<file path="config.mk">
export PLATFORM = sky130hd
export DESIGN_NAME = card_host_bus
export DESIGN_NICKNAME = d
export VERILOG_FILES = /design/src/hw/card_bus_pkg.sv /design/src/hw/card_host_bus.sv /design/src/hw/pixel_fifo.sv
export VERILOG_INCLUDE_DIRS = /design/src /design/src/hw
export SDC_FILE = /design/constraint.sdc
export NUM_CORES = 1
export LEC_CHECK = 0
export BUFFER_PORTS_ARGS = -buffer_cell sky130_fd_sc_hd__buf_2
export CAP_MARGIN = 10
export CELL_PAD_IN_SITES_DETAIL_PLACEMENT = 0
export CELL_PAD_IN_SITES_GLOBAL_PLACEMENT = 1
export CORE_UTILIZATION = 49
export DETAILED_ROUTE_END_ITERATION = 10
export GPL_ROUTABILITY_DRIVEN = 0
export PLACE_DENSITY = 0.83
export SLEW_MARGIN = 20
export SYNTH_ARGS = -nofsm -noshare
export SYNTH_HDL_FRONTEND = slang
export SYNTH_SLANG_ARGS = --single-unit
export TNS_END_PERCENT = 20
</file>
<file path="constraint.sdc">
create_clock -name core_clk_i -period 12.6 [get_ports core_clk_i]
set_clock_uncertainty 0.1 [all_clocks]
set_input_delay 1.89 -clock core_clk_i [delete_from_list [all_inputs] [get_ports core_clk_i]]
set_output_delay 1.89 -clock core_clk_i [all_outputs]
set_load 0.005 [all_outputs]
</file>
<file path="src/hw/card_bus_defines.svh">
`ifndef CARD_BUS_DEFINES_SVH
`define CARD_BUS_DEFINES_SVH

// ==========================================
// Bus widths and FIFO depth
`define PIX_W 26
`define CFG_ADDR_W 16
`define CFG_DATA_W 16
`define CFG_FRAME_W 32
`define FIFO_DEPTH 16
`define FIFO_PTR_W 4

// ==========================================
// Decoder slice and field positions
`define DEC_SLICE_LSB 12
`define DEC_SLICE_W 8
`define DEC_PORT_W 30
`define CFG_ADDR_MSB 31
`define CFG_DATA_MSB 15

// ==========================================
// Register file of the card, reached over the serial port
`define CFG_NREGS 4
`define CFG_IDX_W 2
`define CFG_CTRL_IDX 2'h0
`define CFG_STAT_IDX 2'h1
`define CFG_SCRATCH_IDX 2'h2
`define CFG_CTRL_RST 16'h0001

`endif

</file>
<file path="src/hw/card_bus_pkg.sv">
package card_bus_pkg;
  typedef enum logic [2:0]
  {
    SP_IDLE = 3'b001,
    SP_SHIFT = 3'b010,
    SP_RET = 3'b100
  } sport_state_e;
  typedef logic [25:0] pixel_t;
endpackage : card_bus_pkg

</file>
<file path="src/hw/card_host_bus.sv">
`timescale 1ns/10ps
`default_nettype none
`include "card_bus_defines.svh"

module card_host_bus (
  input wire logic core_clk_i, // 50 MHz core clock
  input wire logic arst_n_i, // Async reset, active low
  input wire logic link_clk_i, // Received bus clock, sampled
  input wire logic host_reset_i, // Card reset from host, active high
  input wire logic [25:0] outbound_pixel_bus_i, // Host data
  input wire logic outbound_pixel_valid_i, // Host pixel enable
  output logic [25:0] inbound_pixel_bus_o, // Card data to host
  output logic inbound_pixel_valid_o, // Card pixel enable
  input wire logic cfg_serial_clk_i, // Serial port clock
  input wire logic cfg_serial_sync_i, // Serial port sync
  input wire logic cfg_serial_data_i, // Serial write data
  output logic cfg_serial_return_data_o, // Serial return data
  input wire logic twowire_clk_i, // Host two-wire clock
  input wire logic twowire_data_i, // Host two-wire data
  output logic twowire_data_return_o, // Two-wire return data
  output logic twowire_clk_o, // To video chips, clock
  output logic twowire_data_o, // To video chips, data out
  output logic twowire_data_oe_n_o, // Low while driving data
  input wire logic twowire_chip_data_i, // Data from video chips
  input wire logic [29:0] dec_port_i, // Decoder pixel port
  input wire logic dec_valid_i, // Decoder sample strobe
  output logic [25:0] outbound_pixel_o, // Received host pixel
  output logic outbound_pixel_valid_o, // Received pixel strobe
  output logic [15:0] cfg_ctrl_o // Control register
);
  // ==========================================
  // Reset and synchronisers
  logic [1:0] rst_q;
  logic rst_n;
  logic [2:0] lclk_q, sclk_q;
  logic [1:0] sync_q, sdat_q, hrst_q, tclk_q, tdat_q, tchip_q;

  always_ff @(posedge core_clk_i or negedge arst_n_i)
  begin
    if (!arst_n_i)
      rst_q <= 2'b00;
    else
      rst_q <= {rst_q[0], 1'b1};
  end
  assign rst_n = rst_q[1];

  always_ff @(posedge core_clk_i or negedge rst_n)
  begin
    if (!rst_n)
    begin
      lclk_q <= '0;
      sclk_q <= 3'b111; // Serial clock idles high: no false rise after reset
      sync_q <= '0;
      sdat_q <= '0;
      hrst_q <= 2'b11;
      tclk_q <= 2'b11;
      tdat_q <= 2'b11;
      tchip_q <= 2'b11;
    end
    else
    begin
      lclk_q <= {lclk_q[1:0], link_clk_i};
      sclk_q <= {sclk_q[1:0], cfg_serial_clk_i};
      sync_q <= {sync_q[0], cfg_serial_sync_i};
      sdat_q <= {sdat_q[0], cfg_serial_data_i};
      hrst_q <= {hrst_q[0], host_reset_i};
      tclk_q <= {tclk_q[0], twowire_clk_i};
      tdat_q <= {tdat_q[0], twowire_data_i};
      tchip_q <= {tchip_q[0], twowire_chip_data_i};
    end
  end

  logic card_rst, lrise, srise;
  assign card_rst = hrst_q[1];
  assign lrise = lclk_q[1] && !lclk_q[2];
  assign srise = sclk_q[1] && !sclk_q[2];

  // ==========================================
  // Two-wire pass-through
  // Held as flops so the chip side sees clean levels
  logic tw_clk_q, tw_dat_q, tw_ret_q;
  always_ff @(posedge core_clk_i or negedge rst_n)
  begin
    if (!rst_n)
    begin
      tw_clk_q <= 1'b1;
      tw_dat_q <= 1'b1;
      tw_ret_q <= 1'b1;
    end
    else
    begin
      tw_clk_q <= tclk_q[1];
      tw_dat_q <= tdat_q[1];
      tw_ret_q <= tchip_q[1] & tdat_q[1];
    end
  end
  assign twowire_clk_o = tw_clk_q;
  assign twowire_data_o = 1'b0;
  assign twowire_data_oe_n_o = tw_dat_q; // Open drain: drive low only
  assign twowire_data_return_o = tw_ret_q;

  // ==========================================
  // Outbound capture on received clock edges
  logic [25:0] ob_q, ob_d;
  logic obv_q, obv_d;
  always_comb
  begin
    ob_d = ob_q;
    obv_d = 1'b0;
    if (lrise)
    begin
      ob_d = outbound_pixel_bus_i;
      obv_d = outbound_pixel_valid_i;
    end
  end

  // ==========================================
  // Inbound path: decoder slice through FIFO
  logic [25:0] dec_word, fifo_data;
  logic fifo_valid, fifo_pop, fifo_wr_ready;
  logic [25:0] ib_q, ib_d;
  logic ibv_q, ibv_d;
  assign dec_word = {{(`PIX_W-`DEC_SLICE_W){1'b0}},
                     dec_port_i[`DEC_SLICE_LSB+`DEC_SLICE_W-1:`DEC_SLICE_LSB]};
  assign fifo_pop = lrise && fifo_valid && !card_rst;

  pixel_fifo #(.WIDTH(`PIX_W), .DEPTH(`FIFO_DEPTH), .PTR_W(`FIFO_PTR_W)) u_fifo (
    .clk_i(core_clk_i),
    .rst_n_i(rst_n),
    .wr_data_i(dec_word),
    .wr_valid_i(dec_valid_i && !card_rst && cfg_ctrl_o[0]),
    .wr_ready_o(fifo_wr_ready),
    .rd_data_o(fifo_data),
    .rd_valid_o(fifo_valid),
    .rd_ready_i(fifo_pop)
  );

  always_comb
  begin
    ib_d = ib_q;
    ibv_d = ibv_q;
    if (lrise)
    begin
      ib_d = fifo_pop ? fifo_data : ib_q;
      ibv_d = fifo_pop;
    end
  end

  // ==========================================
  // Serial configuration port
  card_bus_pkg::sport_state_e st_q, st_d;
  logic [5:0] cnt_q, cnt_d;
  logic [31:0] sh_q, sh_d;
  logic [15:0] regs_q [`CFG_NREGS];
  logic [15:0] regs_d [`CFG_NREGS];
  logic ret_q, ret_d;
  logic [15:0] ovf_q, ovf_d;
  logic [`CFG_IDX_W-1:0] widx;
  assign widx = sh_q[`CFG_ADDR_MSB-14:`CFG_DATA_MSB+1];

  always_comb
  begin
    st_d = st_q;
    cnt_d = cnt_q;
    sh_d = sh_q;
    ret_d = ret_q;
    ovf_d = ovf_q + 16'(dec_valid_i && !fifo_wr_ready);
    for (int i = 0; i < `CFG_NREGS; i++)
      regs_d[i] = regs_q[i];
    regs_d[`CFG_STAT_IDX] = {14'h0000, fifo_valid, card_rst};
    regs_d[3] = ovf_q;
    unique case (st_q)
      card_bus_pkg::SP_IDLE:
        if (srise && sync_q[1])
        begin
          st_d = card_bus_pkg::SP_SHIFT;
          cnt_d = 6'h00;
        end
      card_bus_pkg::SP_SHIFT:
        if (srise)
        begin
          sh_d = {sh_q[30:0], sdat_q[1]};
          cnt_d = cnt_q + 6'h01;
          if (cnt_q == 6'(`CFG_FRAME_W - 1))
            st_d = card_bus_pkg::SP_RET;
        end
      card_bus_pkg::SP_RET:
      begin
        // top 16 bits address, low 16 bits data
        if (sh_q[`CFG_ADDR_MSB:`CFG_ADDR_MSB-13] == 14'h0000 &&
            widx != `CFG_STAT_IDX && widx != 2'h3)
          regs_d[widx] = sh_q[`CFG_DATA_MSB:0];
        ret_d = 1'b0;
        sh_d = {regs_q[widx], 16'h0000};
        st_d = card_bus_pkg::SP_IDLE;
      end
    endcase
    // Return line carries the addressed register msb first on later clocks
    if (st_q == card_bus_pkg::SP_IDLE && srise && !sync_q[1])
    begin
      ret_d = sh_q[31];
      sh_d = {sh_q[30:0], 1'b0};
    end
    if (card_rst)
    begin
      st_d = card_bus_pkg::SP_IDLE;
      regs_d[`CFG_CTRL_IDX] = `CFG_CTRL_RST;
    end
  end

  always_ff @(posedge core_clk_i or negedge rst_n)
  begin
    if (!rst_n)
    begin
      ob_q <= '0;
      obv_q <= 1'b0;
      ib_q <= '0;
      ibv_q <= 1'b0;
      st_q <= card_bus_pkg::SP_IDLE;
      cnt_q <= '0;
      sh_q <= '0;
      ret_q <= 1'b0;
      ovf_q <= '0;
      for (int i = 0; i < `CFG_NREGS; i++)
        regs_q[i] <= (i == 0) ? `CFG_CTRL_RST : 16'h0000;
    end
    else
    begin
      ob_q <= ob_d;
      obv_q <= obv_d;
      ib_q <= ib_d;
      ibv_q <= ibv_d;
      st_q <= st_d;
      cnt_q <= cnt_d;
      sh_q <= sh_d;
      ret_q <= ret_d;
      ovf_q <= ovf_d;
      for (int i = 0; i < `CFG_NREGS; i++)
        regs_q[i] <= regs_d[i];
    end
  end

  assign outbound_pixel_o = ob_q;
  assign outbound_pixel_valid_o = obv_q;
  assign inbound_pixel_bus_o = ib_q;
  assign inbound_pixel_valid_o = ibv_q;
  assign cfg_serial_return_data_o = ret_q;
  assign cfg_ctrl_o = regs_q[`CFG_CTRL_IDX];
endmodule : card_host_bus
`default_nettype wire

</file>
<file path="src/hw/pixel_fifo.sv">
`timescale 1ns/10ps
`default_nettype none
module pixel_fifo #(
  parameter int WIDTH = 26,
  parameter int DEPTH = 16,
  parameter int PTR_W = 4
) (
  input wire logic clk_i, // Clock
  input wire logic rst_n_i, // Synchronised reset
  input wire logic [WIDTH-1:0] wr_data_i, // Write word
  input wire logic wr_valid_i, // Write request
  output logic wr_ready_o, // Not full
  output logic [WIDTH-1:0] rd_data_o, // Head word
  output logic rd_valid_o, // Not empty
  input wire logic rd_ready_i // Pop
);
  logic [WIDTH-1:0] mem_q [DEPTH];
  logic [WIDTH-1:0] mem_d [DEPTH];
  logic [PTR_W:0] wp_q, wp_d, rp_q, rp_d;
  logic push, pop;

  assign wr_ready_o = (wp_q[PTR_W] == rp_q[PTR_W]) || (wp_q[PTR_W-1:0] != rp_q[PTR_W-1:0]);
  assign rd_valid_o = (wp_q != rp_q);
  assign push = wr_valid_i && wr_ready_o;
  assign pop = rd_valid_o && rd_ready_i;
  assign rd_data_o = mem_q[rp_q[PTR_W-1:0]];

  always_comb
  begin
    wp_d = wp_q + (PTR_W+1)'(push);
    rp_d = rp_q + (PTR_W+1)'(pop);
  end

  for (genvar i = 0; i < DEPTH; i++)
  begin : g_ent
    always_comb
    begin
      mem_d[i] = (push && wp_q[PTR_W-1:0] == PTR_W'(i)) ? wr_data_i : mem_q[i];
    end
    always_ff @(posedge clk_i or negedge rst_n_i)
    begin
      if (!rst_n_i)
        mem_q[i] <= '0;
      else
        mem_q[i] <= mem_d[i];
    end
  end

  always_ff @(posedge clk_i or negedge rst_n_i)
  begin
    if (!rst_n_i)
    begin
      wp_q <= '0;
      rp_q <= '0;
    end
    else
    begin
      wp_q <= wp_d;
      rp_q <= rp_d;
    end
  end
endmodule : pixel_fifo
`default_nettype wire

</file>
Yosys cells after proc, flatten, opt, wreduce, memory -nomap -nowiden
Index checks and enable logic that the tools add are counted.
{"block": "word_totals", "ff_bits": 337, "inputBits": 68, "out_inout_bits": 75, "elab_cells": 159}
{"block": "classes", "addsub": 4, "order_cmp": 3, "eq_ne": 30, "mux": 26, "bitwise": 3, "n_reduce_logical": 50}
{"op": "64-bit 2-to-1 mux", "n": 2}
{"op": "26-bit binary-select mux with 4-bit select", "n": 1}
{"op": "64-bit bitwise mux", "n": 1}
{"op": "16-bit 2-to-1 mux", "n": 4}
{"op": "32-bit 2-to-1 mux", "n": 2}
{"op": "32-bit case mux with 2 select lines", "n": 1}
{"op": "26-bit 2-to-1 mux", "n": 2}
{"op": "16-bit binary-select mux with 2-bit select", "n": 1}
{"op": "16-bit demux with 2-bit select", "n": 1}
{"op": "4-bit equality test (second input constant)", "n": 8}
{"op": "1-bit logical AND", "n": 31}
{"op": "16-bit by 1-bit adder with 16-bit output", "n": 1}
{"op": "4-bit by 3-bit equality test with 1-bit output (second input constant)", "n": 4}
{"op": "14-bit zero test", "n": 1}
{"op": "3-bit 2-to-1 mux", "n": 4}
{"op": "6-bit 2-to-1 mux", "n": 2}
{"op": "3-bit != test (second input constant)", "n": 4}
{"op": "6-bit case mux with 2 select lines", "n": 1}
{"op": "5-bit by 1-bit adder with 5-bit output", "n": 2}
{"op": "3-bit case mux with 3 select lines", "n": 1}
{"op": "4-bit by 2-bit equality test with 1-bit output (second input constant)", "n": 2}
{"op": "2-bit AND reduction", "n": 4}
{"op": "2-bit nonzero test", "n": 4}
{"op": "6-bit by 1-bit adder with 6-bit output (second input constant)", "n": 1}
{"op": "other kinds (22)", "n": 31}

Longest topological paths before layout
{"block": "depth", "ltp_word": 9, "mapped_depth": 11, "mapped_depth_nobuf": 9}

Hierarchy
Synthesis repeated with hierarchy kept, for this count alone.
{"block": "unflattened", "cells_unflattened": 1968, "area_unflattened_um2": 27400.0}
{"module": "pixel_fifo", "instances": 1, "cells_per_inst": 1353, "area_each_um2": 19292.3, "seq_area_each_um2": 10660.2}
{"module": "card_host_bus", "instances": 1, "cells_per_inst": 615, "area_each_um2": 8107.8, "seq_area_each_um2": 4999.8}

Worst setup path before layout
No wires, ideal clock.
{"block": "synth_path", "kind": "in2reg", "from": "in dec_valid_i", "to": "reg u_fifo.mem_q[0] (netlist bit)", "arrival_time_ps": 3294, "setup_slack_ps": 9081, "cell_stages": 4, "path_buffers": 1, "path_cell_list": "nand3_2 > buf_2 > a2111oi_4 > mux2_2"}
{"block": "synth_via", "elab_chain_len": 4}
{"item": "start, declared", "line": "card_host_bus.sv:26", "source": "input wire logic dec_valid_i,"}
{"item": "1-bit logical AND (2 in a row)", "line": "card_host_bus.sv:131", "source": ".wr_valid_i(dec_valid_i && !card_rst && cfg_ctrl_o[0]),"}
{"item": "1-bit logical AND", "line": "pixel_fifo.sv:24", "source": "assign push = wr_valid_i && wr_ready_o;"}
{"item": "1-bit logical AND", "line": "pixel_fifo.sv:38", "source": "mem_d[i] = (push && wp_q[PTR_W-1:0] == PTR_W'(i)) ? wr_data_i : mem_q[i];"}
{"item": "end signal, assigned by index", "line": "pixel_fifo.sv:45", "source": "mem_q[i] <= mem_d[i];"}
{"item": "end, declared", "line": "pixel_fifo.sv:17", "source": "logic [WIDTH-1:0] mem_q [DEPTH];"}
Every way passes these cells.
A chain may end at the register's enable or synchronous reset.

Final worst setup path
{"block": "layout_path", "from": "reg st_q[1]", "to": "reg regs_q[23] (netlist bit)"}
{"block": "layout_via", "elab_chain_len": 2}
{"item": "start, declared", "line": "card_host_bus.sv:151", "source": "card_bus_pkg::sport_state_e st_q, st_d;"}
{"item": "start signal, assigned", "line": "card_host_bus.sv:219", "source": "st_q <= card_bus_pkg::SP_IDLE;"}
{"item": "start signal, assigned", "line": "card_host_bus.sv:233", "source": "st_q <= st_d;"}
{"item": "3-bit equality test", "line": "card_host_bus.sv:172", "source": "unique case (st_q)"}
{"item": "2-bit AND reduction (no source line)"}
{"item": "end signal, assigned by index", "line": "card_host_bus.sv:225", "source": "regs_q[i] <= (i == 0) ? `CFG_CTRL_RST : 16'h0000;"}
{"item": "end signal, assigned by index", "line": "card_host_bus.sv:239", "source": "regs_q[i] <= regs_d[i];"}
{"item": "end, declared", "line": "card_host_bus.sv:154", "source": "logic [15:0] regs_q [`CFG_NREGS];"}
Every way passes these cells.

==> impl_metrics.py <==
metrics = {
    "yosys": {
        "yosysWarnings": 0,
        "yosysUniqueCellTypes": 52,
        "synth_top_area_frac": 0.534,
        "syn_avg_cell_area_sq_um": 14.4,
        "ys.flop_type": "dfrtp_1",
        "ys_ff_latch": 319,
        "ys_seq_area_frac": 0.564,
        "synth_top_cell_by_area": "dfrtp_1",
        "ys_top_cells_by_count": "dfrtp_1, mux2_2, clkbuf_1",
        "syn_inst": 988,
        "yosys-top-cells-area": "dfrtp_1, mux2_2, mux4_2, dfstp_2, mux2i_1",
        "synth-edff-count": 0,
        "async_flop_share": 1.00,
        "synth_area_sq_mm": 0.0142,
        "yosysMostFrequentCell": "dfrtp_1",
    },
    "route": {
        "firstDrtPassIters": 4,
        "vias": 8106,
        "wire_per_inst_microns": 19.1,
        "drt_iter0_drc": 583,
        "ant_nets": 0,
        "finalWirelength_microns": 28000,
        "vias_per_cell": 5.54,
        "drc": 0,
    },
    "global_routing": {
        "grt_start_max_net_pins": 171,
        "gr-total-overflow": 0,
        "globalRouteTotalUtil": 0.194,
        "grt_pass1_wl_microns": 44900,
        "grt_pass1_vias": 8134,
        "antenna_found_initial": 1,
    },
    "final_layout": {
        "diodes": 0,
        "area_growth_pct": 13.2,
        "nNetsFinal": 1135,
        "drive_above_1_share": 0.426,
        "finalCoreUtilization": 0.570,
        "n_fill_cell": 2260,
        "stdcell_count": 1464,
    },
    "worst_setup_path": {
        "end_kind": "flip-flop",
        "r2r-end": "regs_q[23]",
        "rrSetupSlack_ns": 8.84,
        "crit_arrival_ns": 4.06,
        "worst_r2r_path_depth": 5,
        "cp-start-kind": "flip-flop",
        "worst_ep_required_time_ns": 12.90,
        "rr_startpoint": "st_q[1]",
        "crit_fanout": 53,
        "critPathLaunch": "st_q[1]",
        "setup.worst_path.end": "regs_q[23]",
        "critical_path_class": "flip-flop to flip-flop",
    },
    "clock_network": {
        "clock_sinks": 319,
        "cts_inserted_buffers": 35,
        "root_buffer": "clkbuf_16",
        "cts_tree": "done",
        "cts_buffer_depth": 3,
        "hold_buffers": 0,
        "clkTransAtPathRegs_ns": 0.06,
        "ctsResizeCount": 0,
        "cts_setup_buffers": 0,
        "h-tree-depth": 2,
        "clock_latency_ns": 0.52,
    },
    "sta": {
        "max_freq_ghz": 0.266,
        "report.final.hold_viol_count": 0,
        "relSlewSlack": 0.332,
        "rsz0062_at_grt": "no",
        "min_period_over_period": 0.299,
        "worst_hold_slack_ns": 0.251,
        "report.final.slew_viol_count": 0,
        "setup_tns_ns": 0,
        "tightest_slew_ns": 1.00,
        "finalCriticalPeriod_ns": 3.76,
        "setup_viol": 0,
    },
    "power_and_ir_drop": {
        "p_leak_nw": 7.19,
        "vdd_drop_max_mv": 0.121,
        "power_density_mw_per_mm2": 205,
    },
    "floorplanning": {
        "core_sq_mm": 0.0282,
        "ios": 143,
        "start_util": 0.504,
        "fp-row-count": 61,
        "dieArea_sq_mm": 0.0296,
        "die-width_microns": 172,
        "die_h_microns": 172,
    },
    "status": {
        "status": "finished, final reports clean",
    },
    "placement": {
        "dpl.cell_count": 1400,
        "post-dp-hpwl_microns": 16600,
        "portBuffers": 101,
    },
    "min_path": {
        "hold_class": "flip-flop to flip-flop",
    },
    "run": {
        "drv_cap": 0,
    },
}
## placed cells by master (no fill, tap or decap), types with 19 or more instances in the layout
cell	synthesis	layout
mux2_2	204	204
conb_1	2	34
mux4_2	38	38
mux2i_1	31	31
dfrtp_1	303	300
clkbuf_16	0	35
nand4_1	19	19
buf_2	15	101
a21oi_1	35	35
## state kept, by name (all words and copies together), names as in the netlist, 2 cells and up
register,flops
sclk_q,3
tclk_q,2
rst_q,2
u_fifo.wp_q,5
tchip_q,2
hrst_q,2
lclk_q,3
ovf_q,16
sh_q,32
tdat_q,2
regs_q,48
outbound_pixel_o,26
sdat_q,2
cfg_ctrl_o,16
u_fifo.mem_q,128
sync_q,2
cnt_q,6
u_fifo.rp_q,5
inbound_pixel_bus_o,8
st_q,3
## critical path: stages, from the launching register on
cell     delay, ns
dfrtp_1       0.48
nor3b_4       0.22
buf_4         0.54
and4_1        0.85
nand3_1       0.89
mux2_2        0.56
## cell type report
class	count	area, sq um	share of cell area
flip-flops and latches	319	8010	0.499
inverters	6	22.5	0.00140
clock buffers	50	982	0.0612
clock inverters	13	215	0.0134
multi-input cells	578	5690	0.354
well taps	378	473	0.0294
repair buffers	120	673	0.0419
## stage by stage
step / cell area [sq um] / power (W) / setup slack, ns
6_report: 16100 / 0.00329 / 8.84
5_1_grt: 16100 / 0.00346 / 8.69
4_1_cts: 16000 / 0.00333 / 8.82
3_5_place_dp: 14800 / 0.00225 / 8.34
3_3_place_gp: 14800 / 0.00222 / 8.41
2_1_floorplan: 14300 / 0.00206 / 2.98
## layer usage
metal	global-route usage	vias up	routed length, microns
met1	0.273	4187	12800
met5	0	-	13
met2	0.310	197	13300
met4	0.0662	2	622
li1	-	3673	-
met3	0.0286	47	1240
## where the power goes
| part | internal [W] | switching (W) | total [W] |
|---|---|---|---|
| Clock | 0.000648 | 0.000405 | 0.00105 |
| Sequential | 0.00126 | 0.000168 | 0.00142 |
| Combinational | 0.000438 | 0.000371 | 0.000809 |
## cell families (layout without fill, tap and decap cells)
kind of cell | after synthesis | count (layout) | synth area share
adders and majority gates | 7 | 7 | 0.00617
muxes | 273 | 273 | 0.244
and+or+nand+nor | 137 | 137 | 0.0567
buffers and inverters | 123 | 189 | 0.0451
AOI/OAI and AO/OA | 98 | 98 | 0.0641
DFF | 319 | 319 | 0.564
xor gates and xnor gates | 29 | 29 | 0.0192
other | 2 | 34 | 0.000529
## worst min path at each step
stage,from,end,cells past startpoint
floorplan,lclk_q[0],lclk_q[1],0
global placement,rst_q[0],rst_q[1],0
detailed placement,rst_q[0],rst_q[1],0
CTS,tchip_q[0],tchip_q[1],0
global route,tchip_q[0],tchip_q[1],0
finish,tchip_q[0],tchip_q[1],0
Power figures use the tool's default switching activity.
